--- src/logic/bcc_pkg.sv ---
// constants and carrier types for the bcd up/down counter with compare
// assumes a single 50 MHz clock and 3-level pins split into hi/lo detects
//
// Behaviour
// [RL1] load finishes within 5ms after release
// [RL2] equal and zero undefined during preset
// [RL3] compare is combinational, may glitch
// [RL4] controller spaces preset and reset 5ms apart
// [RL5] simultaneous presets load same value both
// [RL6] direction held stable around count edges
// [RL7] controller delays equal 1us into reset
// [RL8] equal-triggered reload takes four digit periods
// [RL9] compare register kept; reset clears it only if presetting
// [RL10] preset and display inputs are 3-level
// [RL11] counter preset low keeps port off
// [RL12] loads sequenced by internal oscillator only
// [RL13] count edge steps up or down
// [RL14] reset zeroes counter, register if presetting
// [RL15] preset starts at msd, resamples per cycle
// [RL16] store low copies counter to latches
// [RL17] equal low on match, zero low on 0
package bcc_pkg;
   // scan phase length: 2.5 kHz oscillator, one phase per pulse
   localparam int CLK_PERIOD_NS = 20;
   localparam int SCAN_PHASE_NS = 400000;
   localparam int SCAN_PHASE_CYC = SCAN_PHASE_NS / CLK_PERIOD_NS;
   // worst load time after release, for checking
   localparam int LOAD_MAX_NS = 5000000;
   localparam int LOAD_MAX_CYC = LOAD_MAX_NS / CLK_PERIOD_NS;
   localparam logic [1:0] PHASE_MSD = 2'h3; // most_significant_digit_phase
   localparam logic [1:0] PHASE_LSD = 2'h0; // least_significant_digit_phase
   localparam logic [3:0] DIGIT_MAX = 4'h9;
   localparam logic [3:0] DIGIT_ZERO = 4'h0;
   localparam logic [15:0] COUNT_ZERO = 16'h0000;
   // 3-level pin seen as two detectors; floating is neither
   typedef struct packed {
      logic hi;
      logic lo;
   } bcc_tri_t;
   typedef enum logic [0:0] {
      BCC_IDLE = 1'b0,
      BCC_LOAD = 1'b1
   } bcc_state_t;
   // whole block state
   typedef struct packed {
      bcc_state_t st;
      logic ld_cnt;
      logic ld_reg;
      logic [15:0] cnt;
      logic [15:0] cmp;
      logic [15:0] lat;
      logic [1:0] phase;
      logic [15:0] tmr;
      logic [1:0] ci_s;
      logic ci_prev;
      logic [1:0] ud_s;
      logic [1:0] rs_s;
      logic [1:0] sto_s;
      bcc_tri_t lc_s1;
      bcc_tri_t lc_s2;
      bcc_tri_t lr_s1;
      bcc_tri_t lr_s2;
      bcc_tri_t dm_s1;
      bcc_tri_t dm_s2;
      logic [3:0] bcd_s1;
      logic [3:0] bcd_s2;
      logic [3:0] bcd_out;
      logic bcd_oe;
      logic [3:0] digit_sel;
   } bcc_state_reg_t;
endpackage

--- src/logic/bcc_counter.sv ---
// four-decade bcd up/down counter with compare register and scan loader
// assumes pins are asynchronous to clk; all pass two flops before use
`timescale 1ns/1ns
module bcc_counter #(
   parameter logic [15:0] SCAN_PHASE_CYCLES = 16'(bcc_pkg::SCAN_PHASE_CYC)
) (
   input wire logic clk,
   input wire logic rst_b,
   input wire logic count_in,
   input wire logic up_down_in,
   input wire logic counter_reset_b,
   input wire logic store_b,
   input wire bcc_pkg::bcc_tri_t counter_preset_input,
   input wire bcc_pkg::bcc_tri_t register_preset_input,
   input wire bcc_pkg::bcc_tri_t display_mode_input,
   input wire logic [3:0] bcd_in,
   output logic [3:0] bcd_out,
   output logic bcd_oe,
   output logic [3:0] digit_sel,
   output logic [15:0] latch_value,
   output logic segments_off,
   output logic lz_blank_inhibit,
   output logic equal_b,
   output logic zero_b,
   output logic loading
);
   bcc_pkg::bcc_state_reg_t s_reg; // current state
   bcc_pkg::bcc_state_reg_t s_next; // next state
   logic count_edge; // synced rising count edge
   logic req_any; // any preset input high
   logic [3:0] load_digit; // digit written during a preset

   // one decade step with wrap, used for up and down
   function automatic logic [15:0] bcd_step(input logic [15:0] v,
                                            input logic up);
      logic [15:0] r;
      logic carry;
      r = v;
      carry = 1'b1;
      for (int i = 0; i < 4; i++) begin
         if (carry) begin
            if (up) begin
               carry = (v[i*4 +: 4] == bcc_pkg::DIGIT_MAX);
               r[i*4 +: 4] = carry ? bcc_pkg::DIGIT_ZERO
                                   : 4'(v[i*4 +: 4] + 4'h1);
            end else begin
               carry = (v[i*4 +: 4] == bcc_pkg::DIGIT_ZERO);
               r[i*4 +: 4] = carry ? bcc_pkg::DIGIT_MAX
                                   : 4'(v[i*4 +: 4] - 4'h1);
            end
         end
      end
      return r;
   endfunction

   // replace one decade selected by scan phase
   function automatic logic [15:0] put_digit(input logic [15:0] v,
                                             input logic [1:0] ph,
                                             input logic [3:0] d);
      logic [15:0] r;
      r = v;
      r[ph*4 +: 4] = d;
      return r;
   endfunction

   // edge detect reads only the second sync stage
   assign count_edge = s_reg.ci_s[1] & ~s_reg.ci_prev;
   assign req_any = s_reg.lc_s2.hi | s_reg.lr_s2.hi;
   // reset pin low forces zeros onto the load path
   assign load_digit = s_reg.rs_s[1] ? s_reg.bcd_s2
                                     : bcc_pkg::DIGIT_ZERO; // RL14

   // next-state logic
   always_comb begin
      s_next = s_reg;
      // synchronisers
      s_next.ci_s = {s_reg.ci_s[0], count_in};
      s_next.ci_prev = s_reg.ci_s[1];
      s_next.ud_s = {s_reg.ud_s[0], up_down_in};
      s_next.rs_s = {s_reg.rs_s[0], counter_reset_b};
      s_next.sto_s = {s_reg.sto_s[0], store_b};
      s_next.lc_s1 = counter_preset_input; // RL10
      s_next.lc_s2 = s_reg.lc_s1;
      s_next.lr_s1 = register_preset_input; // RL10
      s_next.lr_s2 = s_reg.lr_s1;
      s_next.dm_s1 = display_mode_input; // RL10
      s_next.dm_s2 = s_reg.dm_s1;
      s_next.bcd_s1 = bcd_in;
      s_next.bcd_s2 = s_reg.bcd_s1;
      // internal scan oscillator, never an outside signal
      if (s_reg.tmr == SCAN_PHASE_CYCLES - 16'h0001) begin
         s_next.tmr = 16'h0000; // RL12
         s_next.phase = 2'(s_reg.phase - 2'h1);
      end else begin
         s_next.tmr = 16'(s_reg.tmr + 16'h0001);
      end
      case (s_reg.st)
         bcc_pkg::BCC_IDLE: begin
            if (req_any) begin
               // restart scan at msd; capture both targets together
               s_next.st = bcc_pkg::BCC_LOAD; // RL15
               s_next.phase = bcc_pkg::PHASE_MSD; // RL15
               s_next.tmr = 16'h0000;
               s_next.ld_cnt = s_reg.lc_s2.hi; // RL5
               s_next.ld_reg = s_reg.lr_s2.hi; // RL5
            end else if (s_reg.lr_s2.lo) begin
               // display off: oscillator held, scan parked at msd
               s_next.tmr = 16'h0000;
               s_next.phase = bcc_pkg::PHASE_MSD;
            end
         end
         bcc_pkg::BCC_LOAD: begin
            // each digit taken at the trailing edge of its phase
            if (s_reg.tmr == SCAN_PHASE_CYCLES - 16'h0001) begin
               if (s_reg.ld_cnt) begin
                  s_next.cnt = put_digit(s_reg.cnt, s_reg.phase,
                                         load_digit);
               end
               if (s_reg.ld_reg) begin
                  s_next.cmp = put_digit(s_reg.cmp, s_reg.phase,
                                         load_digit); // RL9
               end
               if (s_reg.phase == bcc_pkg::PHASE_LSD) begin // RL8
                  // full cycle done: resample, repeat while held
                  s_next.ld_cnt = s_reg.lc_s2.hi; // RL15
                  s_next.ld_reg = s_reg.lr_s2.hi; // RL15
                  if (!req_any) begin
                     s_next.st = bcc_pkg::BCC_IDLE; // RL1
                  end
               end
            end
         end
         default: begin
            s_next.st = bcc_pkg::BCC_IDLE;
         end
      endcase
      // counting, held off by reset and counter preset
      if (!s_reg.rs_s[1]) begin
         s_next.cnt = bcc_pkg::COUNT_ZERO; // RL14
      end else if (count_edge && !(s_reg.st == bcc_pkg::BCC_LOAD
                                   && s_reg.ld_cnt)) begin
         s_next.cnt = bcd_step(s_reg.cnt, s_reg.ud_s[1]); // RL13
      end
      // store low keeps latches following the counter
      if (!s_reg.sto_s[1]) begin
         s_next.lat = s_reg.cnt; // RL16
      end
      // port drives only in normal mode, never while loading
      s_next.bcd_oe = (s_reg.st == bcc_pkg::BCC_IDLE) && !req_any
                      && !s_reg.lc_s2.lo && !s_reg.lr_s2.lo; // RL11
      s_next.bcd_out = s_reg.lat[s_reg.phase*4 +: 4];
      // digit strobe; off when display is off
      s_next.digit_sel = s_reg.lr_s2.lo ? 4'h0
                                        : 4'(4'h1 << s_reg.phase);
   end

   // state register; all constants on reset
   always_ff @(posedge clk or negedge rst_b) begin
      if (!rst_b) begin
         s_reg <= '0;
      end else begin
         s_reg <= s_next;
      end
   end

   // compare is plain xor logic; glitches while loading are expected
   assign equal_b = |(s_reg.cnt ^ s_reg.cmp); // RL3 RL17
   assign zero_b = |s_reg.cnt; // RL17
   // outputs are not meaningful while this is high
   assign loading = (s_reg.st == bcc_pkg::BCC_LOAD); // RL2
   assign bcd_out = s_reg.bcd_out;
   assign bcd_oe = s_reg.bcd_oe;
   assign digit_sel = s_reg.digit_sel;
   assign latch_value = s_reg.lat;
   assign segments_off = s_reg.dm_s2.hi;
   assign lz_blank_inhibit = s_reg.dm_s2.lo;

   // load length counter, only for checking
   logic [31:0] rel_cnt;
   always_ff @(posedge clk or negedge rst_b) begin
      if (!rst_b) begin
         rel_cnt <= 32'h0000_0000;
      end else if (loading && !req_any) begin
         rel_cnt <= 32'(rel_cnt + 32'h0000_0001);
      end else begin
         rel_cnt <= 32'h0000_0000;
      end
   end
endmodule // bcc_counter

--- config.mk ---
export PLATFORM = sky130hd
export DESIGN_NAME = bcc_counter
export DESIGN_NICKNAME = d
export VERILOG_FILES = /design/src/logic/bcc_pkg.sv /design/src/logic/bcc_counter.sv
export SDC_FILE = /design/constraint.sdc
export NUM_CORES = 1
export LEC_CHECK = 0
export ABC_CLOCK_PERIOD_IN_PS = 2260
export BUFFER_PORTS_ARGS = -buffer_cell sky130_fd_sc_hd__buf_2
export CORE_MARGIN = 3
export CORE_UTILIZATION = 35
export DETAILED_ROUTE_END_ITERATION = 10
export REMOVE_ABC_BUFFERS = 1
export SLEW_MARGIN = 10
export SYNTH_ARGS = -nofsm -noshare
export SYNTH_HDL_FRONTEND = slang
export SYNTH_SLANG_ARGS = --single-unit
--- constraint.sdc ---
create_clock -name clk -period 2.26 [get_ports clk]
set_input_delay 0.226 -clock clk [delete_from_list [all_inputs] [get_ports clk]]
set_output_delay 0.226 -clock clk [all_outputs]
set_load 0.05 [all_outputs]
==> results of run 1 <==
## per-stage QoR
stage | std cells | cell area (um^2)
finish | 755 | 6230
global route | 755 | 6230
CTS | 755 | 6220
detailed placement | 724 | 5780
global placement | 724 | 5780
floorplan | 467 | 5100
## final timing paths
kind / from / endpoint / depth (start not counted)
min in group clk: s_next[12]$_DFF_PN0_ / s_reg[12]$_DFF_PN0_ / 0
worst max register to register: s_reg[38]$_DFF_PN0_ / s_reg[102]$_DFFE_PN0P_ / 7
max in group asynchronous: rst_b / s_reg[93]$_DFFE_PN0P_ / 3
worst min-delay path: rst_b / s_next[22]$_DFF_PN0_ / 2
worst min register to register: s_next[12]$_DFF_PN0_ / s_reg[12]$_DFF_PN0_ / 0
worst max-delay path: s_reg[96]$_DFFE_PN0P_ / equal_b / 4
## worst max-delay path, cell delays in order, from the launching register on
cell and delay [ps]:
dfrtp_1 560, xor2_1 230, nor4_1 310, nand4_1 180, buf_2 250
## repair_timing
action / CTS / global route
endpoints found under the setup margin: 0 / 16
hold buffers: 15 / 0
gates resized for setup: 0 / 6
endpoints found under the hold margin: 121 / 0
## synthesized netlist by cell type (3+ instances only)
library cell,count
nor2_1,22
xnor2_1,11
nand4_1,6
a211oi_1,3
nor4_1,10
o2bb2ai_1,4
xor2_1,26
and3_1,3
clkbuf_1,17
mux2i_1,8
o21ai_0,43
nand2b_1,3
ha_1,10
nor2b_1,9
o21bai_1,3
buf_2,3
a21oi_1,10
and2_1,6
inv_1,15
a221oi_1,4
mux4_2,4
a2bb2oi_1,4
nand3_1,18
buf_4,25
buf_1,5
o211ai_1,6
a22o_1,3
dfrtp_1,107
nor3_1,9
mux2_2,12
nand2_1,63
nor3b_1,3
## layer usage
metal  routed length (um)  global-route usage, %  vias to the layer above
li1                     -                      -                     1887
met2                 5450                   23.6                      102
met3                  664                   3.46                       20
met5                    0                      0                        -
met4                  309                   6.35                        0
met1                 5730                   20.9                     1871
## power groups by stage
| stage | sequential [mW] | clock (mW) | combinational [mW] |
|---|---|---|---|
| 2_1_floorplan | 2.25 | 0 | 0.350 |
| 3_3_place_gp | 2.19 | 0 | 0.626 |
| 3_5_place_dp | 2.20 | 0 | 0.638 |
| 4_1_cts | 2.16 | 1.58 | 0.657 |
| 5_1_grt | 2.18 | 1.66 | 0.728 |
| 6_report | 2.16 | 1.53 | 0.654 |
## kinds of logic after synthesis
family / Yosys count
buffers and inverters: 70
adders and majority gates: 10
DFF: 107
muxes: 25
AOI/OAI and AO/OA: 98
xor gates and xnor gates: 37
and+or+nand+nor: 174
## layout make-up
| type | instances | share of cell area, % |
|---|---|---|
| inverters | 16 | 0.964 |
| multi-input cells | 344 | 38.1 |
| well taps | 184 | 3.70 |
| clock buffers | 10 | 3.68 |
| flip-flops and latches | 107 | 43.0 |
| repair buffers | 88 | 9.64 |
| clock inverters | 6 | 0.904 |
==> results.py, run 1 <==
metrics = {
    "placement": {
        "dpl_worst_slack_ps": 70.0,
        "gp_congestion": 0.874,
        "port_buffers": 45,
        "dp_hpwl_um": 8800,
    },
    "final_layout": {
        "largest_reg_flops": 64,
        "syn_to_final_growth_pct": 14.7,
        "layout-drive-gt1-share_pct": 22.1,
        "utilization_pct": 41.9,
        "final_common_cell": "dfrtp_1",
        "fillCellCount": 1458,
        "seq_area_um2": 2680,
        "layout_common_cells": "106 x dfrtp_1, 63 x nand2_1, 44 x buf_2",
        "nNetsFinal": 592,
        "multi_input_area_um2": 2370,
        "num_antenna_cells": 0,
    },
    "status": {
        "outcome": "finished clean",
    },
    "timing": {
        "hold-worst-slack_ps": 202,
        "fin_skew_ps": 14.2,
        "worst_pin_slew_ps": 757,
        "rsz0062_at_grt": "no",
        "setup_ws_ps": 145,
        "slew_headroom_pct": 49.1,
        "period_needed_ps": 2110,
        "finalMaxSlewViolations": 0,
        "min_period_over_period_pct": 93.6,
        "fmax_mhz": 473,
        "setup_violations": 0,
        "fin_tns_setup_ps": 0,
        "hold_viol_final": 0,
    },
    "power": {
        "total_leakage_power_nw": 2.87,
        "switching_share_pct": 29.3,
        "pwr-share-seq_pct": 49.8,
        "intPower_mw": 3.07,
        "comb_power_share_pct": 15.0,
        "power.density_nw_per_um2": 698,
        "max-vdd-ir-drop_mv": 0.382,
        "fin_total_pwr_mw": 4.34,
        "pwr-share-clk_pct": 35.1,
        "p_switching_mw": 1.27,
    },
    "worst_setup_path": {
        "path_max_fanout": 14,
        "r2r_slack_ps": 160,
        "cp.required_ps": 2030,
        "critical_path_class": "flip-flop to output pin",
        "critPathLaunchType": "flip-flop",
        "cp-end-kind": "output pin",
        "cp_data_arrival_time_ps": 1890,
    },
    "route": {
        "routed_wl_um": 12100,
        "drc_errors": 0,
        "wl_per_cell_um": 16.1,
        "via_per_inst": 5.14,
        "drt_iter0_drc": 412,
        "firstDrtPassIters": 5,
        "ant_nets": 0,
        "dr_total_vias": 3880,
    },
    "floorplan": {
        "dieArea_um2": 17000,
        "die_h_um": 131,
        "pin_count": 46,
        "num_rows": 44,
        "die_w_um": 131,
        "start_util_pct": 36.5,
        "core_area_um2": 14900,
    },
    "synthesis": {
        "ys_seq_area_share_pct": 49.3,
        "yosys.area.top_type": "dfrtp_1",
        "synth-simple-area-share_pct": 17.3,
        "synth.distinct_cells": 68,
        "synth_adder_area_share_pct": 2.30,
        "netlist_instances": 521,
        "async_reset_ff_share_pct": 100,
        "synth_area_leaders": "dfrtp_1 49%, nand2_1 4.4%, xor2_1 4.2%, o21ai_0 4.0%, buf_4 3.5%",
        "synth-xor-area-share_pct": 5.97,
        "synth_top_cell_area_share_pct": 49.3,
        "synth-compound-area-share_pct": 12.0,
        "avgSynthCellArea_um2": 10.4,
        "synth_top_family_by_area": "simple AND/OR/NAND/NOR gates",
        "synth.yosys.warnings": 0,
        "synth_seq_cells": 107,
        "synthFlopType": "dfrtp_1",
        "muxShareOfSynthArea_pct": 5.90,
        "synth_edf_count": 0,
        "synth.cell_area_um2": 5430,
    },
    "global_routing": {
        "antenna_found_initial": 0,
        "overflow": 0,
        "grtUsageTotal_pct": 15.3,
        "grt_max_degree": 69,
        "grt_pass1_vias": 3815,
        "grt_pass1_wl_um": 20100,
    },
    "clock_network": {
        "tritoncts": "done",
        "cts_buffer_depth": 2,
        "htree_levels": 3,
        "cts_buffers": 9,
        "path_clk_slew_ps": 70,
        "cts_root_buf": "clkbuf_16",
        "cts_setup_buffers": 0,
        "cts_num_sinks": 107,
        "clkLatencyLatePin_ps": 360,
    },
    "job": {
        "cap_violations": 0,
    },
    "worst_hold_path": {
        "hp-class": "primary input to async pin",
    },
}
(Power assumes the default switching activity.)
==> run 2: changes to the inputs <==
--- a/config.mk
+++ b/config.mk
@@ -7,9 +7,12 @@
 export LEC_CHECK = 0
 export ABC_CLOCK_PERIOD_IN_PS = 2260
 export BUFFER_PORTS_ARGS = -buffer_cell sky130_fd_sc_hd__buf_2
+export CELL_PAD_IN_SITES_DETAIL_PLACEMENT = 1
+export CELL_PAD_IN_SITES_GLOBAL_PLACEMENT = 2
 export CORE_MARGIN = 3
 export CORE_UTILIZATION = 35
 export DETAILED_ROUTE_END_ITERATION = 10
+export PLACE_DENSITY_LB_ADDON = 0.1
 export REMOVE_ABC_BUFFERS = 1
 export SLEW_MARGIN = 10
 export SYNTH_ARGS = -nofsm -noshare
==> run 2 against run 1 <==
Combinational power grew 8.6%; setup slack lost 14 ps; clock power grew 10%; critical endpoint is now s_reg[100]$_DFFE_PN0P_.
==> results.py, run 2 (synthesized netlist as in run 1, its figures left out) <==
metrics = {
    "timing": {
        "fmax_mhz": 470,
        "rsz0062_at_grt": "no",
        "finalMaxSlewViolations": 0,
        "setup_violations": 0,
        "min_period_over_period_pct": 94.2,
        "setup_ws_ps": 132,
        "hold-worst-slack_ps": 354,
        "fin_skew_ps": 11.1,
        "fin_tns_setup_ps": 0,
        "period_needed_ps": 2130,
        "hold_viol_final": 0,
        "slew_headroom_pct": 58.1,
        "worst_pin_slew_ps": 622,
    },
    "global_routing": {
        "grt_pass1_wl_um": 22900,
        "antenna_found_initial": 0,
        "grt_pass1_vias": 4093,
        "overflow": 0,
        "grt_max_degree": 44,
        "grtUsageTotal_pct": 17.6,
    },
    "clock_network": {
        "tritoncts": "done",
        "clkLatencyLatePin_ps": 360,
        "cts_buffer_depth": 2,
        "path_clk_slew_ps": 80,
        "cts_num_sinks": 107,
        "cts_buffers": 9,
        "cts_root_buf": "clkbuf_16",
        "htree_levels": 3,
    },
    "power": {
        "total_leakage_power_nw": 2.95,
        "fin_total_pwr_mw": 4.55,
        "power.density_nw_per_um2": 715,
        "max-vdd-ir-drop_mv": 0.397,
    },
    "worst_setup_path": {
        "crit_slowest_cell": "nor4_4",
        "path_buf_inv": 1,
        "r2r_slack_ps": 130,
        "critical_path_class": "flip-flop to flip-flop",
        "crit_path_max_incr_delay_ps": 400,
        "critical-path-top-delay-family": "simple AND/OR/NAND/NOR gates",
        "cpMostUsedCell": "and4_1",
        "cp_data_arrival_time_ps": 2410,
        "cp.required_ps": 2540,
        "critPathLaunchType": "flip-flop",
        "path_max_fanout": 5,
        "cp-end-kind": "flip-flop",
        "crit_chain": "ha_1 -> and4_1 -> and4_1 -> a21oi_4 -> nor4_4 -> buf_4 -> mux2i_1",
    },
    "floorplan": {
        "pin_count": 46,
        "start_util_pct": 36.5,
        "core_area_um2": 14900,
        "num_rows": 44,
        "die_w_um": 131,
        "dieArea_um2": 17000,
        "die_h_um": 131,
    },
    "route": {
        "routed_wl_um": 14100,
        "via_per_inst": 5.19,
        "drt_iter0_drc": 241,
        "firstDrtPassIters": 4,
        "wl_per_cell_um": 18.5,
        "dr_total_vias": 3977,
        "drc_errors": 0,
        "ant_nets": 0,
    },
    "status": {
        "outcome": "finished clean",
    },
    "placement": {
        "dpl_worst_slack_ps": 35.9,
        "port_buffers": 45,
        "dp_hpwl_um": 10300,
        "dp.cells": 732,
        "gp_congestion": 0.797,
        "dpl-instance-area_um2": 5840,
    },
    "final_layout": {
        "syn_to_final_growth_pct": 17.1,
        "fin_area_um2": 6360,
        "fillCellCount": 1660,
        "utilization_pct": 42.8,
        "num_antenna_cells": 0,
        "finalNonFillerCells": 766,
        "layout_common_cells": "105 x dfrtp_1, 63 x nand2_1, 44 x buf_2",
        "nNetsFinal": 603,
        "final_common_cell": "dfrtp_1",
        "layout-drive-gt1-share_pct": 23.7,
        "largest_reg_flops": 64,
    },
    "worst_hold_path": {
        "hp-class": "flip-flop to flip-flop",
    },
    "job": {
        "cap_violations": 0,
    },
}
[run 2: final cells by class]
class | count | area (um^2) | area share (%)
Clock inverter | 7 | 104 | 1.63
Multi-Input combinational cell | 344 | 2380 | 37.4
Timing Repair Buffer | 99 | 683 | 10.7
Sequential cell | 107 | 2680 | 42.1
Inverter | 16 | 60.1 | 0.945
Clock buffer | 9 | 225 | 3.54
Tap cell | 184 | 230 | 3.62
[run 2: metal layers]
layer	vias up	routed length [um]	share of wire [%]	GRT usage [%]
met2	54	6690	47	28.0
met3	6	379	2.7	3.82
met4	0	125	0.88	3.57
li1	1902	-	-	-
met5	-	0	0	0
met1	2015	6950	49	24.8
[run 2: worst paths after layout]
check,start,to,depth (start not counted)
worst max register to register,s_reg[38]$_DFF_PN0_,s_reg[100]$_DFFE_PN0P_,7
worst min-delay path,s_next[18]$_DFF_PN0_,segments_off$_DFF_PN0_,0
max in group asynchronous,rst_b,s_reg[25]$_DFF_PN0_,3
worst min register to register,s_next[18]$_DFF_PN0_,segments_off$_DFF_PN0_,0
min in group asynchronous,rst_b,s_reg[52]$_DFF_PN0_,2
worst max-delay path,s_reg[38]$_DFF_PN0_,s_reg[100]$_DFFE_PN0P_,7
[run 2: power breakdown]
| part | internal, mW | leakage (nW) | switching (mW) |
|---|---|---|---|
| sequential | 2.03 | 1.38 | 0.119 |
| combinational | 0.290 | 1.41 | 0.420 |
| clock | 0.818 | 0.158 | 0.869 |
[run 2: repair_timing]
item	in CTS	in global routing
setup endpoints to repair	0	17
hold buffers	15	0
setup buffers	0	3
hold endpoints to repair	54	0
resized for setup	0	5
